File: config.mk
export PLATFORM = sky130hd
export DESIGN_NAME = pbc_basic_control
export DESIGN_NICKNAME = d
export VERILOG_FILES = /design/src/rtl/pbc_pkg.sv /design/src/rtl/pbc_sync.sv /design/src/rtl/pbc_basic_control.sv
export SDC_FILE = /design/constraint.sdc
export NUM_CORES = 1
export LEC_CHECK = 0
export BUFFER_PORTS_ARGS = -buffer_cell sky130_fd_sc_hd__buf_4
export CORE_ASPECT_RATIO = 1.5
export CORE_UTILIZATION = 56
export CTS_CLUSTER_DIAMETER = 100
export CTS_CLUSTER_SIZE = 8
export DETAILED_ROUTE_END_ITERATION = 7
export PLACE_DENSITY_LB_ADDON = 0.2
export SYNTH_ARGS = -nofsm -noshare
export SYNTH_HDL_FRONTEND = slang
export SYNTH_SLANG_ARGS = --single-unit
File: constraint.sdc
create_clock -name ref_clk -period 2.5 [get_ports ref_clk]
set_input_delay 0.375 -clock ref_clk [delete_from_list [all_inputs] [get_ports ref_clk]]
set_output_delay 0.375 -clock ref_clk [all_outputs]
set_load 0.01 [all_outputs]
File: src/rtl/pbc_pkg.sv
// Shared constants and types for the basic_phy_control block
package pbc_pkg;

  // Register address on the management bus
  localparam logic [4:0] REG_BASIC_CONTROL = 5'h00;

  // Bit positions in the control word
  localparam int BIT_SOFT_RESET   = 15;
  localparam int BIT_LOOPBACK     = 14;
  localparam int BIT_SPEED_LSB    = 13;
  localparam int BIT_AUTONEG_EN   = 12;
  localparam int BIT_POWER_DOWN   = 11;
  localparam int BIT_ISOLATE      = 10;
  localparam int BIT_NEG_RESTART  = 9;
  localparam int BIT_DUPLEX       = 8;
  localparam int BIT_COL_TEST     = 7;
  localparam int BIT_SPEED_MSB    = 6;

  // Values after reset
  localparam logic RST_LOOPBACK   = 1'b0;
  localparam logic RST_SPEED_LSB  = 1'b0;
  localparam logic RST_AUTONEG_EN = 1'b1;
  localparam logic RST_POWER_DOWN = 1'b0;
  localparam logic RST_ISOLATE    = 1'b0;
  localparam logic RST_DUPLEX     = 1'b1;
  localparam logic RST_COL_TEST   = 1'b0;
  localparam logic RST_SPEED_MSB  = 1'b1;
  localparam logic [5:0] RESERVED_READ = 6'h00;

  // Management frame codes
  localparam logic [1:0] OP_READ  = 2'b10;
  localparam logic [1:0] OP_WRITE = 2'b01;
  localparam logic [3:0] OP_LAST  = 4'h1;
  localparam logic [3:0] ADDR_LAST = 4'h9;
  localparam logic [3:0] DATA_LAST = 4'hf;

  // Timing
  localparam int MDC_MAX_KHZ      = 12500;
  localparam int CLK_PERIOD_PS    = 25000;
  localparam int SOFT_RESET_NS    = 1000;
  localparam int SOFT_RESET_CYCLES =
    (SOFT_RESET_NS * 1000 + CLK_PERIOD_PS - 1) / CLK_PERIOD_PS;

  typedef enum {
    FRM_IDLE,
    FRM_START,
    FRM_OP,
    FRM_ADDR,
    FRM_TA,
    FRM_DATA
  } pbc_frame_t;

endpackage : pbc_pkg

File: src/rtl/pbc_sync.sv
// Two-flop synchroniser for inputs from outside the ref_clk domain
`timescale 1ns/1ps
module pbc_sync
#(
  parameter int WIDTH = 1
)
(
  input  wire logic             ref_clk,
  input  wire logic             reset_n,
  input  wire logic [WIDTH-1:0] asyncIn,
  output logic      [WIDTH-1:0] syncOut
);

  logic [WIDTH-1:0] stage1_reg;
  logic [WIDTH-1:0] stage2_reg;

  always_ff @(posedge ref_clk or negedge reset_n)
  begin
    if (!reset_n)
    begin
      stage1_reg <= '0;
      stage2_reg <= '0;
    end
    else
    begin
      stage1_reg <= asyncIn;
      stage2_reg <= stage1_reg;
    end
  end

  assign syncOut = stage2_reg;

endmodule : pbc_sync

File: src/rtl/pbc_basic_control.sv
// Management frame engine and basic_phy_control of the transceiver
`timescale 1ns/1ps

// Overview of operation
// RULE1: Master keeps MDC at or below 12.5 MHz
// RULE2: Register bits move serially, timed by MDC
// RULE3: Bit 15 soft reset, clears itself when done
// RULE4: Bit 14 enables internal loopback, default off
// RULE5: Bits 6,13 pick speed when negotiation off
// RULE6: Bit 8 duplex, manual only, default full
// RULE7: Bit 12 enables negotiation, default on
// RULE8: Bit 11 power down; leaving it restarts negotiation
// RULE9: Bit 10 isolates: ignore TX, float RX
// RULE10: Bit 9 restarts negotiation, self clears; resets too
// RULE11: Bit 7 echoes transmit enable onto collision
// RULE12: Bits 5..0 reserved, written zero, read zero
// RULE13: Soft reset restores loopback, powerdown, isolate, coltest
module pbc_basic_control
#(
  parameter logic [4:0] PHY_ADDR         = 5'h00,
  parameter int         SOFT_RESET_COUNT = pbc_pkg::SOFT_RESET_CYCLES
)
(
  input  wire logic       ref_clk,
  input  wire logic       reset_n,
  input  wire logic       mdcPin,
  input  wire logic       mdioIn,
  output logic            mdioOut,
  output logic            mdioOe,
  input  wire logic       txEnPin,
  input  wire logic [3:0] txdPin,
  output logic            txEnCore,
  output logic [3:0]      txdCore,
  input  wire logic       coreRxDv,
  input  wire logic [3:0] coreRxd,
  input  wire logic       coreCol,
  output logic            rxDvOut,
  output logic [3:0]      rxdOut,
  output logic            rxOe,
  output logic            colOut,
  output logic            loopbackEn,
  output logic [1:0]      manualSpeed,
  output logic            fullDuplex,
  output logic            autoNegEn,
  output logic            powerDown,
  output logic            isolate,
  output logic            softResetBusy,
  output logic            negotiationRestart
);

  localparam int RCW = $clog2(SOFT_RESET_COUNT + 1);

  //////////////////////////////////////////////////////////////////////////////
  // Input synchronisers
  logic [1:0] mgmtSync;
  logic [4:0] txSync;

  pbc_sync #(.WIDTH(2)) uMgmtSync
  (
    .ref_clk (ref_clk),
    .reset_n (reset_n),
    .asyncIn ({mdcPin, mdioIn}),
    .syncOut (mgmtSync)
  );

  pbc_sync #(.WIDTH(5)) uTxSync
  (
    .ref_clk (ref_clk),
    .reset_n (reset_n),
    .asyncIn ({txEnPin, txdPin}),
    .syncOut (txSync)
  );

  //////////////////////////////////////////////////////////////////////////////
  // Management frame engine
  pbc_pkg::pbc_frame_t state_reg, state_next;
  logic        mdcPrev_reg;
  logic [3:0]  cnt_reg, cnt_next;
  logic [1:0]  opCode_reg, opCode_next;
  logic        phyHit_reg, phyHit_next;
  logic        regHit_reg, regHit_next;
  logic [15:0] shift_reg, shift_next;
  logic        mdioOut_reg, mdioOut_next;
  logic        mdioOe_reg, mdioOe_next;
  logic        wrStrobe_reg, wrStrobe_next;
  logic [15:0] wrData_reg, wrData_next;
  logic        mdcRise;
  logic        bitIn;
  logic        isRead;
  logic [15:0] ctrlWord;
  logic [15:0] readWord;
  logic [9:0]  addrBits;

  assign mdcRise  = mgmtSync[1] & ~mdcPrev_reg;
  assign bitIn    = mgmtSync[0];
  assign isRead   = (opCode_reg == pbc_pkg::OP_READ);
  assign readWord = regHit_reg ? ctrlWord : 16'h0000;
  assign addrBits = {shift_reg[8:0], bitIn};

  always_comb
  begin
    state_next    = state_reg;
    cnt_next      = cnt_reg;
    opCode_next   = opCode_reg;
    phyHit_next   = phyHit_reg;
    regHit_next   = regHit_reg;
    shift_next    = shift_reg;
    mdioOut_next  = mdioOut_reg;
    mdioOe_next   = mdioOe_reg;
    wrStrobe_next = 1'b0;
    wrData_next   = wrData_reg;
    if (mdcRise)                                                  // [RULE2]
    begin
      case (state_reg)
        pbc_pkg::FRM_IDLE:
        begin
          mdioOe_next = 1'b0;
          if (!bitIn)
            state_next = pbc_pkg::FRM_START;
        end
        pbc_pkg::FRM_START:
        begin
          cnt_next   = 4'h0;
          state_next = bitIn ? pbc_pkg::FRM_OP : pbc_pkg::FRM_IDLE;
        end
        pbc_pkg::FRM_OP:
        begin
          shift_next = {shift_reg[14:0], bitIn};
          cnt_next   = cnt_reg + 4'h1;
          if (cnt_reg == pbc_pkg::OP_LAST)
          begin
            opCode_next = {shift_reg[0], bitIn};
            cnt_next    = 4'h0;
            state_next  = pbc_pkg::FRM_ADDR;
          end
        end
        pbc_pkg::FRM_ADDR:
        begin
          shift_next = {shift_reg[14:0], bitIn};
          cnt_next   = cnt_reg + 4'h1;
          if (cnt_reg == pbc_pkg::ADDR_LAST)
          begin
            phyHit_next = (addrBits[9:5] == PHY_ADDR);
            regHit_next = (addrBits[4:0] == pbc_pkg::REG_BASIC_CONTROL);
            cnt_next    = 4'h0;
            if (opCode_reg == pbc_pkg::OP_READ || opCode_reg == pbc_pkg::OP_WRITE)
              state_next = pbc_pkg::FRM_TA;
            else
              state_next = pbc_pkg::FRM_IDLE;
          end
        end
        pbc_pkg::FRM_TA:
        begin
          if (cnt_reg == 4'h0)
          begin
            cnt_next = 4'h1;
            if (isRead && phyHit_reg)
            begin
              mdioOe_next  = 1'b1;
              mdioOut_next = 1'b0;
            end
          end
          else
          begin
            cnt_next     = 4'h0;
            state_next   = pbc_pkg::FRM_DATA;
            mdioOut_next = readWord[15];
            shift_next   = {readWord[14:0], 1'b0};
          end
        end
        pbc_pkg::FRM_DATA:
        begin
          cnt_next = cnt_reg + 4'h1;
          if (isRead)
          begin
            mdioOut_next = shift_reg[15];
            shift_next   = {shift_reg[14:0], 1'b0};
          end
          else
            shift_next = {shift_reg[14:0], bitIn};
          if (cnt_reg == pbc_pkg::DATA_LAST)
          begin
            mdioOe_next   = 1'b0;
            state_next    = pbc_pkg::FRM_IDLE;
            wrData_next   = {shift_reg[14:0], bitIn};
            wrStrobe_next = !isRead && phyHit_reg && regHit_reg;
          end
        end
        default:
        begin
          state_next  = pbc_pkg::FRM_IDLE;
          mdioOe_next = 1'b0;
        end
      endcase
    end
  end

  always_ff @(posedge ref_clk or negedge reset_n)
  begin
    if (!reset_n)
    begin
      state_reg    <= pbc_pkg::FRM_IDLE;
      mdcPrev_reg  <= 1'b0;
      cnt_reg      <= 4'h0;
      opCode_reg   <= 2'h0;
      phyHit_reg   <= 1'b0;
      regHit_reg   <= 1'b0;
      shift_reg    <= 16'h0000;
      mdioOut_reg  <= 1'b0;
      mdioOe_reg   <= 1'b0;
      wrStrobe_reg <= 1'b0;
      wrData_reg   <= 16'h0000;
    end
    else
    begin
      state_reg    <= state_next;
      mdcPrev_reg  <= mgmtSync[1];
      cnt_reg      <= cnt_next;
      opCode_reg   <= opCode_next;
      phyHit_reg   <= phyHit_next;
      regHit_reg   <= regHit_next;
      shift_reg    <= shift_next;
      mdioOut_reg  <= mdioOut_next;
      mdioOe_reg   <= mdioOe_next;
      wrStrobe_reg <= wrStrobe_next;
      wrData_reg   <= wrData_next;
    end
  end

  //////////////////////////////////////////////////////////////////////////////
  // Control register
  logic           loop_reg, loop_next;
  logic           spdLsb_reg, spdLsb_next;
  logic           anEn_reg, anEn_next;
  logic           pwrDn_reg, pwrDn_next;
  logic           iso_reg, iso_next;
  logic           dup_reg, dup_next;
  logic           colTst_reg, colTst_next;
  logic           spdMsb_reg, spdMsb_next;
  logic           rstBusy_reg, rstBusy_next;
  logic [RCW-1:0] rstCnt_reg, rstCnt_next;
  logic           startup_reg;
  logic           restart_reg, restart_next;

  assign ctrlWord = {rstBusy_reg, loop_reg, spdLsb_reg, anEn_reg, pwrDn_reg, iso_reg,
                     1'b0, dup_reg, colTst_reg, spdMsb_reg,
                     pbc_pkg::RESERVED_READ};                     // [RULE12] [RULE10]

  always_comb
  begin
    loop_next    = loop_reg;
    spdLsb_next  = spdLsb_reg;
    anEn_next    = anEn_reg;
    pwrDn_next   = pwrDn_reg;
    iso_next     = iso_reg;
    dup_next     = dup_reg;
    colTst_next  = colTst_reg;
    spdMsb_next  = spdMsb_reg;
    rstBusy_next = rstBusy_reg;
    rstCnt_next  = rstCnt_reg;
    restart_next = startup_reg;                                   // [RULE10]
    if (rstBusy_reg)
    begin
      if (rstCnt_reg == '0)
      begin
        rstBusy_next = 1'b0;                                      // [RULE3]
        restart_next = 1'b1;                                      // [RULE10]
      end
      else
        rstCnt_next = rstCnt_reg - RCW'(1);
    end
    if (wrStrobe_reg)
    begin
      loop_next   = wrData_reg[pbc_pkg::BIT_LOOPBACK];            // [RULE4]
      spdLsb_next = wrData_reg[pbc_pkg::BIT_SPEED_LSB];           // [RULE5]
      anEn_next   = wrData_reg[pbc_pkg::BIT_AUTONEG_EN];          // [RULE7]
      pwrDn_next  = wrData_reg[pbc_pkg::BIT_POWER_DOWN];
      iso_next    = wrData_reg[pbc_pkg::BIT_ISOLATE];             // [RULE9]
      dup_next    = wrData_reg[pbc_pkg::BIT_DUPLEX];              // [RULE6]
      colTst_next = wrData_reg[pbc_pkg::BIT_COL_TEST];            // [RULE11]
      spdMsb_next = wrData_reg[pbc_pkg::BIT_SPEED_MSB];           // [RULE5]
      if (wrData_reg[pbc_pkg::BIT_NEG_RESTART])
        restart_next = 1'b1;                                      // [RULE10]
      if (pwrDn_reg && !wrData_reg[pbc_pkg::BIT_POWER_DOWN])
        restart_next = 1'b1;                                      // [RULE8]
      if (wrData_reg[pbc_pkg::BIT_SOFT_RESET])
      begin
        rstBusy_next = 1'b1;                                      // [RULE3]
        rstCnt_next  = RCW'(SOFT_RESET_COUNT);
        loop_next    = pbc_pkg::RST_LOOPBACK;                     // [RULE13]
        pwrDn_next   = pbc_pkg::RST_POWER_DOWN;                   // [RULE13]
        iso_next     = pbc_pkg::RST_ISOLATE;                      // [RULE13]
        colTst_next  = pbc_pkg::RST_COL_TEST;                     // [RULE13]
      end
    end
  end

  always_ff @(posedge ref_clk or negedge reset_n)
  begin
    if (!reset_n)
    begin
      loop_reg    <= pbc_pkg::RST_LOOPBACK;
      spdLsb_reg  <= pbc_pkg::RST_SPEED_LSB;
      anEn_reg    <= pbc_pkg::RST_AUTONEG_EN;
      pwrDn_reg   <= pbc_pkg::RST_POWER_DOWN;
      iso_reg     <= pbc_pkg::RST_ISOLATE;
      dup_reg     <= pbc_pkg::RST_DUPLEX;
      colTst_reg  <= pbc_pkg::RST_COL_TEST;
      spdMsb_reg  <= pbc_pkg::RST_SPEED_MSB;
      rstBusy_reg <= 1'b0;
      rstCnt_reg  <= '0;
      startup_reg <= 1'b1;
      restart_reg <= 1'b0;
    end
    else
    begin
      loop_reg    <= loop_next;
      spdLsb_reg  <= spdLsb_next;
      anEn_reg    <= anEn_next;
      pwrDn_reg   <= pwrDn_next;
      iso_reg     <= iso_next;
      dup_reg     <= dup_next;
      colTst_reg  <= colTst_next;
      spdMsb_reg  <= spdMsb_next;
      rstBusy_reg <= rstBusy_next;
      rstCnt_reg  <= rstCnt_next;
      startup_reg <= 1'b0;
      restart_reg <= restart_next;
    end
  end

  //////////////////////////////////////////////////////////////////////////////
  // MII pin handling
  logic       txEnC_reg, txEnC_next;
  logic [3:0] txdC_reg, txdC_next;
  logic       rxDv_reg, rxDv_next;
  logic [3:0] rxd_reg, rxd_next;
  logic       rxOe_reg, rxOe_next;
  logic       col_reg, col_next;

  always_comb
  begin
    txEnC_next = txSync[4] & ~iso_reg;                            // [RULE9]
    txdC_next  = iso_reg ? 4'h0 : txSync[3:0];                    // [RULE9]
    rxDv_next  = loop_reg ? txEnC_reg : coreRxDv;                 // [RULE4]
    rxd_next   = loop_reg ? txdC_reg : coreRxd;                   // [RULE4]
    rxOe_next  = ~iso_reg;                                        // [RULE9]
    col_next   = coreCol | (colTst_reg & txEnC_reg);              // [RULE11]
  end

  always_ff @(posedge ref_clk or negedge reset_n)
  begin
    if (!reset_n)
    begin
      txEnC_reg <= 1'b0;
      txdC_reg  <= 4'h0;
      rxDv_reg  <= 1'b0;
      rxd_reg   <= 4'h0;
      rxOe_reg  <= 1'b0;
      col_reg   <= 1'b0;
    end
    else
    begin
      txEnC_reg <= txEnC_next;
      txdC_reg  <= txdC_next;
      rxDv_reg  <= rxDv_next;
      rxd_reg   <= rxd_next;
      rxOe_reg  <= rxOe_next;
      col_reg   <= col_next;
    end
  end

  //////////////////////////////////////////////////////////////////////////////
  // Outputs
  assign mdioOut            = mdioOut_reg;
  assign mdioOe             = mdioOe_reg;
  assign txEnCore           = txEnC_reg;
  assign txdCore            = txdC_reg;
  assign rxDvOut            = rxDv_reg;
  assign rxdOut             = rxd_reg;
  assign rxOe               = rxOe_reg;
  assign colOut             = col_reg;
  assign loopbackEn         = loop_reg;
  assign manualSpeed        = {spdMsb_reg, spdLsb_reg};
  assign fullDuplex         = dup_reg;
  assign autoNegEn          = anEn_reg;
  assign powerDown          = pwrDn_reg;
  assign isolate            = iso_reg;
  assign softResetBusy      = rstBusy_reg;
  assign negotiationRestart = restart_reg;

endmodule : pbc_basic_control

## After elaboration in Yosys (flattened, before gate mapping)

Index checks and enable logic that the tools add are counted.

- Add/subtract/negate cells: 2
- Equality and inequality tests: 19
- Muxes and demuxes: 47
- Bitwise logic cells: 7
- Reduce and logical (&&, ||, !) cells: 25

Operators by type and width:

| kind | number |
|---|---|
| 32-bit case mux with 6 select lines | 1 |
| 32-bit 2-to-1 mux | 5 |
| 32-bit by 2-bit equality test with 1-bit output, second input constant | 2 |
| 32-bit by 3-bit equality test with 1-bit output, second input constant | 2 |
| 16-bit case mux with 3 select lines | 1 |
| 32-bit by 1-bit equality test with 1-bit output, second input constant | 1 |
| 32-bit zero test | 1 |
| 16-bit 2-to-1 mux | 2 |
| 1-bit 2-to-1 mux | 25 |
| 6-bit 2-to-1 mux | 4 |
| 4-bit case mux with 5 select lines | 1 |
| 4-bit 2-to-1 mux | 4 |
| 2-bit inequality test, second input constant | 8 |
| 3-bit AND reduction | 4 |
| 5-bit zero test | 2 |
| 4-bit equality test, second input constant | 2 |
| 6-bit zero test | 1 |
| 6-bit AND reduction | 1 |
| 6-bit by 1-bit subtractor with 6-bit output, second input constant | 1 |
| 5-bit AND reduction | 1 |
| 5-bit nonzero test | 1 |
| 4-bit by 1-bit adder with 4-bit output, second input constant | 1 |
| 4-bit by 1-bit equality test with 1-bit output, second input constant | 1 |
| 1-bit logical AND | 4 |
| other kinds (19) | 24 |

- Bits in registers: 119
- Input port bits: 15
- Output and inout port bits: 23

## Longest topological paths before layout

Gate-level depths: netlist of run 1.

- Depth in word-level cells: 7
- Mapped depth: 8
- Gate-level depth less buffers: 7

## By module

From an unflattened synthesis of run 1, not the netlist that was laid out.

- Cell total of the unflattened synthesis: 304
- Area, all modules: 3,616.0 um2

Modules (own cells, without submodules):

| module | instances | cells an instance | area each (um2) |
|---|---|---|---|
| pbc_basic_control | 1 | 290 | 3,265.6 |
| pbc_sync (uTxSync) | 1 | 10 | 250.2 |
| pbc_sync (uMgmtSync) | 1 | 4 | 100.1 |

## Least setup slack after synthesis of run 1

Ideal clock, no wire load.

- Path type: register to register
- From: register cnt_reg[1]
- To: register opCode_reg[1]
- Setup time: 0.127 ns
- Data arrival time: 1.547 ns
- Required time: 2.373 ns
- Setup slack: 0.826 ns
- Stages on the path, launching flop included: 7
- Buffers on the path: 0
- Clock period less this slack: 1.674 ns
- Cells stage by stage: dfrtp_1 > inv_1 > ha_1 > nor2b_1 > nand3_2 > or3_1 > mux2_1

- Longest elaborated chain between the ends: 2

RTL lines:

| element | RTL line | RTL |
|---|---|---|
| start, declared | pbc_basic_control.sv:78 | `logic [3:0] cnt_reg, cnt_next;` |
| start signal, assigned | pbc_basic_control.sv:218 | `cnt_reg <= cnt_next;` |
| 4-bit by 1-bit equality test with 1-bit output | pbc_basic_control.sv:130 | `if (cnt_reg == pbc_pkg::OP_LAST)` |
| 3-bit AND reduction (no line) | n/a |  |
| end signal, assigned | pbc_basic_control.sv:219 | `opCode_reg <= opCode_next;` |
| end, declared | pbc_basic_control.sv:79 | `logic [1:0] opCode_reg, opCode_next;` |

No other way between the ends.
A chain may end at the register's enable or synchronous reset.

## Worst setup path after layout of run 1

- From: register state_reg[2]
- To: register shift_reg[15]

- Longest elaborated chain between the ends: 4
- Elaborated cells between the ends (all ways): 9
- Those cells by class: eq/ne: 5; mux: 1; reduce/logical: 3

RTL lines:

| element | RTL line | RTL |
|---|---|---|
| start, declared | pbc_basic_control.sv:76 | `pbc_pkg::pbc_frame_t state_reg, state_next;` |
| start signal, assigned | pbc_basic_control.sv:202 | `state_reg <= pbc_pkg::FRM_IDLE;` |
| start signal, assigned | pbc_basic_control.sv:216 | `state_reg <= state_next;` |
| 32-bit by 2-bit equality test with 1-bit output | pbc_basic_control.sv:114 | `case (state_reg)` |
| 2-bit OR reduction (no line) | n/a |  |
| 3-bit nonzero test (no line) | n/a |  |
| 3-bit AND reduction (no line) | n/a |  |
| end signal, assigned | pbc_basic_control.sv:222 | `shift_reg <= shift_next;` |
| end, declared | pbc_basic_control.sv:82 | `logic [15:0] shift_reg, shift_next;` |

Several ways; a longest one is shown, not always the timed one.

==> results of run 1 <==
cell usage in the layout, fill, tap and decap left out, types with 2 or more instances in the layout:
cell / Yosys / layout
a211oi_1: 3 / 3
dfrtp_1: 80 / 80
a21o_1: 3 / 3
nand2b_1: 4 / 4
a21oi_1: 8 / 8
a211oi_2: 2 / 2
o31ai_1: 2 / 2
clkbuf_8: 0 / 9
mux2_2: 21 / 21
a221oi_1: 2 / 2
ha_1: 7 / 7
nand3_1: 13 / 13
dfstp_2: 4 / 4
inv_1: 12 / 12
o21ai_0: 18 / 18
o41ai_1: 3 / 3
nand2_1: 37 / 37
and3_1: 4 / 4
xnor2_1: 3 / 3
o21ai_1: 3 / 3
nor2b_1: 10 / 10
inv_8: 0 / 3
a22oi_1: 7 / 7
nor2_1: 7 / 7
buf_4: 2 / 39
or4_1: 2 / 2
clkinv_4: 0 / 2
or3_1: 3 / 3
nor3_1: 4 / 4
path summary, 6_finish.rpt:
kind                                                   start                         endpoint  slack [ps]  depth (start not counted)
setup / recovery                    state_reg[2]$_DFFE_PN0P_        shift_reg[15]$_DFFE_PN0P_         520                          6
hold / removal                                     txdPin[3]  uTxSync.stage1_reg[3]$_DFF_PN0_         110                          1
hold reg to reg            uMgmtSync.stage1_reg[1]$_DFF_PN0_   uMgmtSync.syncOut[1]$_DFF_PN0_         350                          0
setup reg to reg                    state_reg[2]$_DFFE_PN0P_        shift_reg[15]$_DFFE_PN0P_         520                          6
min in group asynchronous                            reset_n          softResetBusy$_DFF_PN0_         480                          2
max in group asynchronous                            reset_n           spdMsb_reg$_DFFE_PN1P_        1360                          3
area by class of cell:
| type | instances | area (um^2) | area share |
|---|---|---|---|
| Sequential cell | 84 | 2110 | 0.516 |
| Inverter | 13 | 48.8 | 0.0119 |
| Clock inverter | 7 | 76.3 | 0.0187 |
| Multi-Input combinational cell | 191 | 1310 | 0.322 |
| Timing Repair Buffer | 41 | 323 | 0.0790 |
| Tap cell | 74 | 92.6 | 0.0227 |
| Clock buffer | 9 | 124 | 0.0303 |
kinds of logic (layout without fill, tap and decap cells):
kind of cell | after synthesis | count (layout) | synth area share
xor+xnor | 4 | 4 | 0.00987
fa+ha+maj | 7 | 7 | 0.0247
buf+inv | 27 | 70 | 0.0360
compound gates | 61 | 61 | 0.118
other cells | 1 | 1 | 0.00106
flops | 84 | 84 | 0.594
mux | 23 | 23 | 0.0726
simple gates | 95 | 95 | 0.144
routing by layer:
layer / vias to the layer above / global-route usage / share of wire
li1: 1132 / - / -
met1: 1174 / 0.282 / 0.41
met2: 45 / 0.389 / 0.54
met3: 14 / 0.0505 / 0.032
met4: 0 / 0.0949 / 0.020
met5: - / 0 / 0
power by group through the flow:
stage / sequential, mW / combinational (mW) / clock, mW
after CTS: 1.70 / 0.457 / 0.970
after floorplan: 1.65 / 0.349 / 0
final: 1.70 / 0.450 / 0.957
after global routing: 1.72 / 0.518 / 1.04
after global placement: 1.71 / 0.439 / 0
after detailed placement: 1.72 / 0.455 / 0
worst max-delay path, cell delays in order, from the launching register on:
cell      delay, ps
dfrtp_1         610
nor3b_1         500
a21oi_1         220
nand2b_1        120
buf_4           250
a221oi_1         90
nor2_1          120
==> metrics.md, run 1 <==
| Metric | Value |
|---|---|
| Final core occ | 0.666 |
| Die area | 0.00667 mm^2 |
| Total iterations of the first detailed-routing run | 4 |
| Vias in the first global route | 2350 |
| Power per cell area | 760 mW/mm^2 |
| Site Rows | 35 |
| Hold_buf cts | 1 |
| # Max-Cap Violations | 0 |
| Die height | 99.5 um |
| GRT Total Usage | 0.231 |
| Initial Util | 0.579 |
| H-tree levels | 3 |
| Via count | 2365 |
| Min Tclk post-route | 1980 ps |
| Total negative setup slack | 0 ps |
| Setup bufs post-CTS | 0 |
| Total grt overflow | 0 |
| Synth warn | 0 |
| Final HPWL DP | 4.92 mm |
| Largest net degree at the start of global routing | 57 |
| Pre-CTS setup slack | 574 ps |
| Cts repair resizes | 0 |
| Core Box Area | 0.00613 mm^2 |
| First-pass GRT wire length | 11.4 mm |
| Maximum VDD drop | 0.519 mV |
| P_int | 2.14 mW |
| Post-synthesis sequential area ratio | 0.594 |
| Syn Nets | 324 |
| Commonest cells in the synthesized netlist | 80 x dfrtp_1, 37 x nand2_1, 21 x mux2_2, 18 x o21ai_0, 13 x nand3_1 |
| Combinational fraction of design power | 0.145 |
| Most common cell in the netlist | dfrtp_1 |
| Initial DRC count | 129 |
| Synth top area cells | dfrtp_1 56%, mux2_2 6.7%, nand2_1 3.9% |
| Placed cell area | 0.00387 mm^2 |
| Sequential Power Share | 0.546 |
| Rel. slew slack | 0.644 |
| Drt drc | 0 |
| Initial antenna violation count | 0 |
| Final period util | 0.793 |
| Ant. Diodes | 0 |
| Reg clk slew, reported paths | 110 ps |
| Arrival time worst endpoint | 2270 ps |
| Run status | finished, final reports clean |
| Critical path class | reg -> reg |
| Max reg flops | 16 |
| Post-route insts no fill | 419 |
| Slew @ Worst Pin | 532 ps |
| Main flop type after synthesis | dfrtp_1 |
| Sw Share | 0.311 |
| Share of layout cells above drive strength 1 | 0.267 |
| EDFF count, synth | 0 |
| Worst Hold Margin | 109 ps |
| # clock sinks | 84 |
| Width of the chip | 67.0 um |
| Cells after DPL | 402 |
| Port buffer count | 37 |
| Root buffer cell | clkbuf_8 |
| Hold Vio Cnt, Final | 0 |
| Clock Tree Buf Depth | 2 |
| # IOs | 38 |
| Crit Path Max Fanout | 22 |
| Post-Syn Area | 0.00355 mm^2 |
| WL/cell | 16.3 um |
| Synth unique cells | 55 |
| Placer Congestion | 0.925 |
| Area grow syn2layout | 15.1% |
| Total power | 3.10 mW |
| Setup ws final | 518 ps |
| Hold WC Path Type | in -> reg |
| Filler cells | 487 |
| CP required | 2780 ps |
| Worst setup SP type | register |
| Clk pwr share | 0.308 |
| Mapped Avg Cell Area | 11.7 um^2 |
| TritonCTS clock tree | yes |
| Total CTS buffers | 9 |
| Final setup vio count | 0 |
| Leakage power | 1.93 nW |
| Slew Limit Fails | 0 |
| Fin area | 0.00409 mm^2 |
| Leading area contributor after synthesis | dfrtp_1 |
| Post-synth top area share | 0.564 |
| Flops & latches, synth | 84 |
| Crit end category | register |
| Final nets | 362 |
| Clock Latency Late Sink | 360 ps |
| Asr flop ratio synth | 1.00 |
| DRT antenna net count | 0 |
| RSZ-0062 raised after global routing | false |
| Post-synthesis cell count | 302 |
| Net Sw Power | 965 uW |
| F_max | 505 MHz |
| Setup Skew | 19.2 ps |
| Post-Route WL | 6.83 mm |
| Vias per std cell | 5.64 |
(Power assumes the default switching activity.)
==> run 2: changes to the inputs <==
--- a/config.mk
+++ b/config.mk
@@ -7,7 +7,7 @@
 export LEC_CHECK = 0
 export BUFFER_PORTS_ARGS = -buffer_cell sky130_fd_sc_hd__buf_4
 export CORE_ASPECT_RATIO = 1.5
-export CORE_UTILIZATION = 56
+export CORE_UTILIZATION = 52
 export CTS_CLUSTER_DIAMETER = 100
 export CTS_CLUSTER_SIZE = 8
 export DETAILED_ROUTE_END_ITERATION = 7
==> constraint.sdc (replaced) <==
create_clock -name ref_clk -period 1.7 [get_ports ref_clk]
set_input_delay 0.255 -clock ref_clk [delete_from_list [all_inputs] [get_ports ref_clk]]
set_output_delay 0.255 -clock ref_clk [all_outputs]
set_load 0.01 [all_outputs]
==> run 2 against run 1 <==
  * The run now ends with negative setup slack left
  * Sequential cell count unchanged
  * Global-route usage decreased by 1.0 points
  * Worst setup slack got worse by 530 ps
  * Critical endpoint unchanged
==> metrics.md, run 2 (synthesis gave the netlist of run 1 again) <==
| Metric | Value |
|---|---|
| Run status | finished with violations |
| Violated checks | negative setup slack |
| Slew Limit Fails | 0 (unchanged) |
| Total grt overflow | 0 (unchanged) |
| Critical path class | reg -> reg |
| Placer Congestion | 0.874 (-5.5%) |
| Maximum VDD drop | 0.701 mV (+35%) |
| # Max-Cap Violations | 0 (unchanged) |
| Total iterations of the first detailed-routing run | 4 (unchanged) |
| Crit end category | register |
| RSZ-0062 raised after global routing | true |
| F_max | 584 MHz (+16%) |
| WL/cell | 16.7 um (+2.2%) |
| R2r setup slk | -10 ps (-530 ps) |
| Clk pwr share | 0.330 (+0.022) |
| Via count | 2508 (+6.0%) |
| Port buffer count | 37 (unchanged) |
| Ant. Diodes | 0 (unchanged) |
| End of the worst register-to-register path | shift_reg[15]$_DFFE_PN0P_ |
| First-pass GRT wire length | 12.1 mm (+6.5%) |
| Hold Vio Cnt, Final | 0 (unchanged) |
| RR Startpoint | cnt_reg[0]$_DFFE_PN0P_ |
| Initial DRC count | 154 (+19%) |
| DRT antenna net count | 0 (unchanged) |
| Worst setup SP type | register |
| Hold depth | 2 (+1) |
| Final HPWL DP | 5.02 mm (+2.0%) |
| Post-Route WL | 7.72 mm (+13%) |
| Final nets | 404 (+12%) |
| Largest net degree at the start of global routing | 35 (-39%) |
| Pre-CTS setup slack | -170 ps (-744 ps) |
| Clock Tree Buf Depth | 2 (unchanged) |
| Arrival time worst endpoint | 1960 ps (-310 ps) |
| GRT Total Usage | 0.221 (-0.0103) |
| Min Tclk post-route | 1710 ps (-270 ps) |
| Vias per std cell | 5.42 (-4.0%) |
| Leakage power | 2.23 nW (+15%) |
| Vias in the first global route | 2522 (+7.3%) |
| Die height | 103 um (+3.7%) |
| Final period util | 1.01 (+0.214) |
| Share of layout cells above drive strength 1 | 0.401 (+0.134) |
| Clock Latency Late Sink | 360 ps (about the same) |
| TritonCTS clock tree | yes |
| Net Sw Power | 1.52 mW (+57%) |
| CP delay by family, top | compound AO/OA/AOI/OAI gates |
| Initial antenna violation count | 0 (unchanged) |
| Crit-path slowest cell | dfrtp_1 |
| Critical Path Max Stage Delay | 360 ps (-250 ps) |
| Max reg flops | 16 (unchanged) |
| R2R depth | 9 (+3) |
| # IOs | 38 (unchanged) |
| Final setup vio count | 3 (+3) |
| Total negative setup slack | -14.5 ps (-14.5 ps) |
| Site Rows | 36 (+2.9%) |
| Critical hold path startpoint | coreCol |
| Root buffer cell | clkbuf_8 |
| Hold WC Path Type | in -> reg |
| Setup Skew | 10.6 ps (-8.58 ps) |
| Sw Share | 0.284 (-0.0275) |
| Drt drc | 0 (unchanged) |
| Buf/Inv on CP | 3 (+2) |
| Initial Util | 0.543 (-0.0355) |
| H-tree levels | 3 (unchanged) |
| Hold path endpoint | colOut$_DFF_PN0_ |
| Sequential Power Share | 0.459 (-0.087) |
| Commonest non-fill, non-tap cell in the layout | dfrtp_1 |
| CP required | 1940 ps (-840 ps) |
| Combinational fraction of design power | 0.211 (+0.066) |
| Width of the chip | 69.5 um (+3.7%) |
| CP Cell Sequence | inv_1 > ha_1 > nor3b_2 > a21oi_2 > buf_4 > nand2b_4 > buf_12 > a221oi_4 > nor2_1 |
| Area grow syn2layout | 32.9% |
| Crit Path Max Fanout | 6 (-73%) |
| Reg clk slew, reported paths | 90 ps (-20 ps) |
| Commonest non-fill, non-tap cells in the layout | 78 x dfrtp_1, 64 x buf_4, 37 x nand2_1 |
| # clock sinks | 84 (unchanged) |
| Core Box Area | 0.00653 mm^2 (+6.5%) |
| Die area | 0.00717 mm^2 (+7.5%) |
| Setup ws final | -12.5 ps (-530 ps) |
| Total CTS buffers | 9 (unchanged) |
| P_int | 3.83 mW (+79%) |
| Power per cell area | 1130 mW/mm^2 (+49%) |
-- run 2: changes by cell type in the layout (fill, tap and decap cells not counted), sizes merged --
cell,before,now
buf,40,72
clkbuf,9,11
inv,17,15
clkinv,3,2
bufinv,0,3
dlygate4sd3,1,8
nor2b,11,12
-- run 2: per-stage QoR --
step | utilization | instance area [um^2] | cells | hold WS, ps | power, mW
floorplan | - | 3550 | 302 | -40.6 | 2.94
global placement | 0.625 | 4080 | 428 | 231 | 3.32
detailed placement | 0.625 | 4080 | 428 | 232 | 3.36
CTS | 0.684 | 4470 | 453 | 66.0 | 5.19
global route | 0.722 | 4720 | 463 | 69.4 | 5.60
finish | 0.722 | 4720 | 463 | 69.4 | 5.35
-- run 2: worst max-delay path by stage --
stage                                   startpoint                   endpoint  slack [ps]  cells past startpoint
after floorplan             cnt_reg[1]$_DFFE_PN0P_  opCode_reg[1]$_DFFE_PN0P_          30                      6
after global placement      cnt_reg[1]$_DFFE_PN0P_     cnt_reg[0]$_DFFE_PN0P_        -110                      8
after detailed placement    cnt_reg[0]$_DFFE_PN0P_   shift_reg[2]$_DFFE_PN0P_        -170                      7
after CTS                 state_reg[0]$_DFFE_PN0P_     cnt_reg[0]$_DFFE_PN0P_          -8                      6
after global routing        cnt_reg[0]$_DFFE_PN0P_  shift_reg[15]$_DFFE_PN0P_         -60                      9
final                       cnt_reg[0]$_DFFE_PN0P_  shift_reg[15]$_DFFE_PN0P_         -10                      9
-- run 2: what timing repair did --
action	4_1_cts	5_1_grt
resized for setup	11	32
setup endpoints to repair	17	38
hold buffers	8	0
pin swaps	1	11
endpoints found under the hold margin	34	0
buffers inserted	1	7
cloned	0	3
-- run 2: layout make-up --
type / instances / area [um^2]
Inverter: 13 / 48.8
Fill cell: 445 / 1810
Sequential cell: 84 / 2110
Multi-Input combinational cell: 192 / 1480
Clock buffer: 9 / 124
Clock inverter: 7 / 133
Tap cell: 76 / 95.1
Timing Repair Buffer: 82 / 727
-- run 2: power by group through the flow --
stage          clock network [mW]  registers [mW]  logic, mW
5_1_grt                      1.87            2.48       1.24
3_3_place_gp                    0            2.46      0.861
3_5_place_dp                    0            2.47      0.895
6_report                     1.77            2.46       1.13
2_1_floorplan                   0            2.43      0.513
4_1_cts                      1.80            2.44      0.947
-- run 2: layer usage --
layer / up-vias / GRT usage / share of wire
li1: 1213 / - / -
met1: 1233 / 0.251 / 0.39
met2: 47 / 0.414 / 0.57
met3: 15 / 0.0426 / 0.029
met4: 0 / 0.0816 / 0.018
met5: - / 0 / 0
==> run 3: changes to the inputs <==
--- a/config.mk
+++ b/config.mk
@@ -5,13 +5,14 @@
 export SDC_FILE = /design/constraint.sdc
 export NUM_CORES = 1
 export LEC_CHECK = 0
-export BUFFER_PORTS_ARGS = -buffer_cell sky130_fd_sc_hd__buf_4
 export CORE_ASPECT_RATIO = 1.5
-export CORE_UTILIZATION = 52
+export CORE_UTILIZATION = 56
 export CTS_CLUSTER_DIAMETER = 100
 export CTS_CLUSTER_SIZE = 8
 export DETAILED_ROUTE_END_ITERATION = 7
-export PLACE_DENSITY_LB_ADDON = 0.2
+export DONT_BUFFER_PORTS = 1
+export PLACE_DENSITY = 0.84
 export SYNTH_ARGS = -nofsm -noshare
 export SYNTH_HDL_FRONTEND = slang
+export SYNTH_HIERARCHICAL = 1
 export SYNTH_SLANG_ARGS = --single-unit
==> run 3 against run 2 <==
  * The flow finishes with violations (negative hold slack, negative setup slack)
  * Clock power shrank 25%
  * Worst setup slack worse by 65 ps
  * Via count is 1.8% higher
  * Maximum frequency decreased by 3.7%
  * Final cell count shrank 6.3%
  * Sequential share of layout area up 2.3 points
  * Design area shrank 5.1%
  * Combinational power rose by 19%
  * Hold slack got worse by 490 ps
  * Largest power group unchanged
==> metrics.md, run 3 <==
| Metric | Value |
|---|---|
| Run status | finished with violations |
| Violated checks | negative hold slack, negative setup slack |
| # IOs | 38 (unchanged) |
| P_int | 3.55 mW (-7.4%) |
| Mapped Avg Cell Area | 11.9 um^2 (+1.2%) |
| RR Startpoint | cnt_reg[0]$_DFFE_PN0P_ |
| Die height | 100 um (-2.7%) |
| Drt drc | 0 (unchanged) |
| Vias per std cell | 5.88 (+8.6%) |
| Synth unique cells | 60 (+9.1%) |
| Leakage power | 2.07 nW (-7.3%) |
| Clk pwr share | 0.250 (-0.080) |
| R2r setup slk | -80 ps (-70 ps) |
| Port buffer count | 0 (-100%) |
| Initial Util | 0.586 (+0.0423) |
| Most common cell in the netlist | dfrtp_1 |
| Post-route insts no fill | 434 (-6.3%) |
| First-pass GRT wire length | 12.1 mm (+0.41%) |
| Commonest non-fill, non-tap cells in the layout | 80 x dfrtp_1, 42 x buf_4, 28 x nand2_1 |
| Final period util | 1.05 (+0.0383) |
| Largest net degree at the start of global routing | 85 (+140%) |
| WL/cell | 19.5 um (+17%) |
| Maximum VDD drop | 0.772 mV (+10%) |
| Core Box Area | 0.00617 mm^2 (-5.5%) |
| Final nets | 377 (-6.7%) |
| Ant. Diodes | 0 (unchanged) |
| Crit end category | register |
| Main flop type after synthesis | dfrtp_1 |
| Combinational fraction of design power | 0.255 (+0.044) |
| Initial antenna violation count | 0 (unchanged) |
| Post-synth top area share | 0.554 (-0.0105) |
| Net Sw Power | 1.72 mW (+13%) |
| Crit Path Max Fanout | 6 (unchanged) |
| Hold Vio Cnt, Final | 84 (+84) |
| Post-Syn Area | 0.00362 mm^2 (+1.9%) |
| Post-Route WL | 8.47 mm (+9.8%) |
| DRT antenna net count | 0 (unchanged) |
| Filler cells | 361 (-19%) |
| Synth warn | 6 (+6) |
| Worst Hold Margin | -416 ps (-485 ps) |
| RSZ-0062 raised after global routing | true |
| Sequential Power Share | 0.494 (+0.035) |
| Syn Nets | 326 (+0.62%) |
| Width of the chip | 67.6 um (-2.6%) |
| Setup ws final | -77.5 ps (-65.1 ps) |
| Crit path to | shift_reg[11]$_DFFE_PN0P_ |
| Area grow syn2layout | 23.8% |
| Total grt overflow | 0 (unchanged) |
| Hold WC Path Type | in -> async |
| Commonest cells in the synthesized netlist | 80 x dfrtp_1, 29 x nand2_1, 25 x nor2_1, 15 x mux2_2, 14 x inv_1 |
| Site Rows | 35 (-2.8%) |
| Share of layout cells above drive strength 1 | 0.339 (-0.0616) |
| Placed cell area | 0.00384 mm^2 (-5.8%) |
| TritonCTS clock tree | yes |
| Post-synthesis sequential area ratio | 0.583 (-0.0111) |
| Total CTS buffers | 9 (unchanged) |
| H-tree levels | 3 (unchanged) |
| Setup Skew | 6.41 ps (-4.16 ps) |
| Cells after DPL | 391 (-8.6%) |
| End of the worst register-to-register path | shift_reg[11]$_DFFE_PN0P_ |
| Clock Tree Buf Depth | 2 (unchanged) |
| R2R depth | 7 (-2) |
| Synth top area cells | dfrtp_1 55%, mux2_2 4.7%, nand2_1 3.0% |
| Pre-CTS setup slack | -248 ps (-77.5 ps) |
| Slew Limit Fails | 0 (unchanged) |
| Leading area contributor after synthesis | dfrtp_1 |
| Root buffer cell | clkbuf_8 |
| # clock sinks | 84 (unchanged) |
| # Max-Cap Violations | 0 (unchanged) |
| CP startpoint | cnt_reg[0]$_DFFE_PN0P_ |
| Die area | 0.00679 mm^2 (-5.2%) |
| Fin area | 0.00448 mm^2 (-5.1%) |
| Commonest non-fill, non-tap cell in the layout | dfrtp_1 |
| Power per cell area | 1180 mW/mm^2 (+3.7%) |
| CP required | 1930 ps (about the same) |
| Min Tclk post-route | 1780 ps (+65.1 ps) |
| Vias in the first global route | 2514 (-0.32%) |
| Flops & latches, synth | 84 (unchanged) |
| Via count | 2553 (+1.8%) |
| Final setup vio count | 7 (+4) |
| Final HPWL DP | 5.17 mm (+2.9%) |
| Max reg flops | 16 (unchanged) |
| Post-synthesis cell count | 304 (+0.66%) |
| Asr flop ratio synth | 1.00 (unchanged) |
| Total iterations of the first detailed-routing run | 4 (unchanged) |
| Hold_buf cts | 8 (unchanged) |
| Initial DRC count | 214 (+39%) |
| Placer Congestion | 0.951 (+8.8%) |
| F_max | 563 MHz (-3.7%) |
| Total power | 5.27 mW (-1.6%) |
| Critical path class | reg -> reg |
| Arrival time worst endpoint | 2010 ps (+50 ps) |
| Clock Latency Late Sink | 350 ps (about the same) |
| Worst setup SP type | register |
| Reg clk slew, reported paths | 80 ps (about the same) |
| Sw Share | 0.326 (+0.0428) |
| GRT Total Usage | 0.250 (+0.0290) |
| EDFF count, synth | 0 (unchanged) |
==> run 3: cell types whose count changed in the layout (fill, tap and decap cells not counted), moves of 7 or more <==
cell,change
nor2_1,+18
a22oi_1,-7
o21ai_0,-11
buf_4,-22
mux2_2,-7
mux2_1,+9
nand2_1,-9
==> run 3: power by group through the flow <==
stage	combinational, mW	clock [mW]	sequential, mW
2_1_floorplan	0.729	0	2.50
3_3_place_gp	0.999	0	2.59
3_5_place_dp	1.05	0	2.60
4_1_cts	1.17	1.35	2.58
5_1_grt	1.45	1.43	2.64
6_report	1.34	1.32	2.60
==> run 3: metal layers <==
layer	vias up	track usage	routed length (um)
met4	0	0.111	243
li1	1172	-	-
met5	-	0	0
met1	1283	0.274	3140
met2	77	0.444	4780
met3	21	0.0557	308
==> run 3: critical path, cell delays in order, from the launching register on <==
cell and delay [ps]:
dfrtp_1 370, inv_2 50, ha_2 170, nor3b_4 170, buf_12 140, a211o_4 370
a221oi_1 300, nor2_1 80
==> run 3: area by class of cell <==
class / count / area [um^2] / share of cell area
clock buffer: 11 / 141 / 0.0316
clock inverter: 5 / 42.5 / 0.00950
inverter: 14 / 52.6 / 0.0117
multi-input combinational: 192 / 1580 / 0.354
sequential: 84 / 2110 / 0.471
tap: 74 / 92.6 / 0.0207
timing repair buffer: 54 / 458 / 0.102
==> run 3: logic make-up (layout without fill, tap and decap cells) <==
| kind of cell | count (synthesis) | in the layout | share of synthesized area |
|---|---|---|---|
| multiplexers | 26 | 26 | 0.0817 |
| buffers and inverters | 29 | 84 | 0.0384 |
| adder cells (fa/ha/maj) | 7 | 7 | 0.0242 |
| AO/OA/AOI/OAI | 52 | 53 | 0.117 |
| flip-flops | 84 | 84 | 0.583 |
| XOR/XNOR | 5 | 5 | 0.0121 |
| other | 1 | 1 | 0.00104 |
| AND/OR/NAND/NOR | 100 | 100 | 0.143 |
==> run 3: worst min path at each step <==
stage / from / to / cells after the start
6_report: reset_n / txdCore[3]$_DFF_PN0_ / 0
5_1_grt: reset_n / rxdOut[3]$_DFF_PN0_ / 0
4_1_cts: reset_n / rxdOut[1]$_DFF_PN0_ / 0
3_5_place_dp: reset_n / rxdOut[1]$_DFF_PN0_ / 0
2_1_floorplan: reset_n / cnt_reg[0]$_DFFE_PN0P_ / 0
3_3_place_gp: reset_n / rxdOut[3]$_DFF_PN0_ / 0
==> run 3: stage by stage <==
step	hold slack [ps]	setup TNS, ps	utilization
finish	-416	-230	0.725
CTS	-431	-88.5	0.683
global route	-437	-1340	0.725
global placement	-38.7	-1700	0.623
detailed placement	-39.2	-3170	0.623
floorplan	-40.6	0	-
==> run 3: timing repair <==
item,4_1_cts,5_1_grt
endpoints found under the setup margin,21,38
pin swaps,6,9
hold endpoints to repair,92,84
gates cloned,0,2
resized for setup,17,28
buffers inserted,5,12
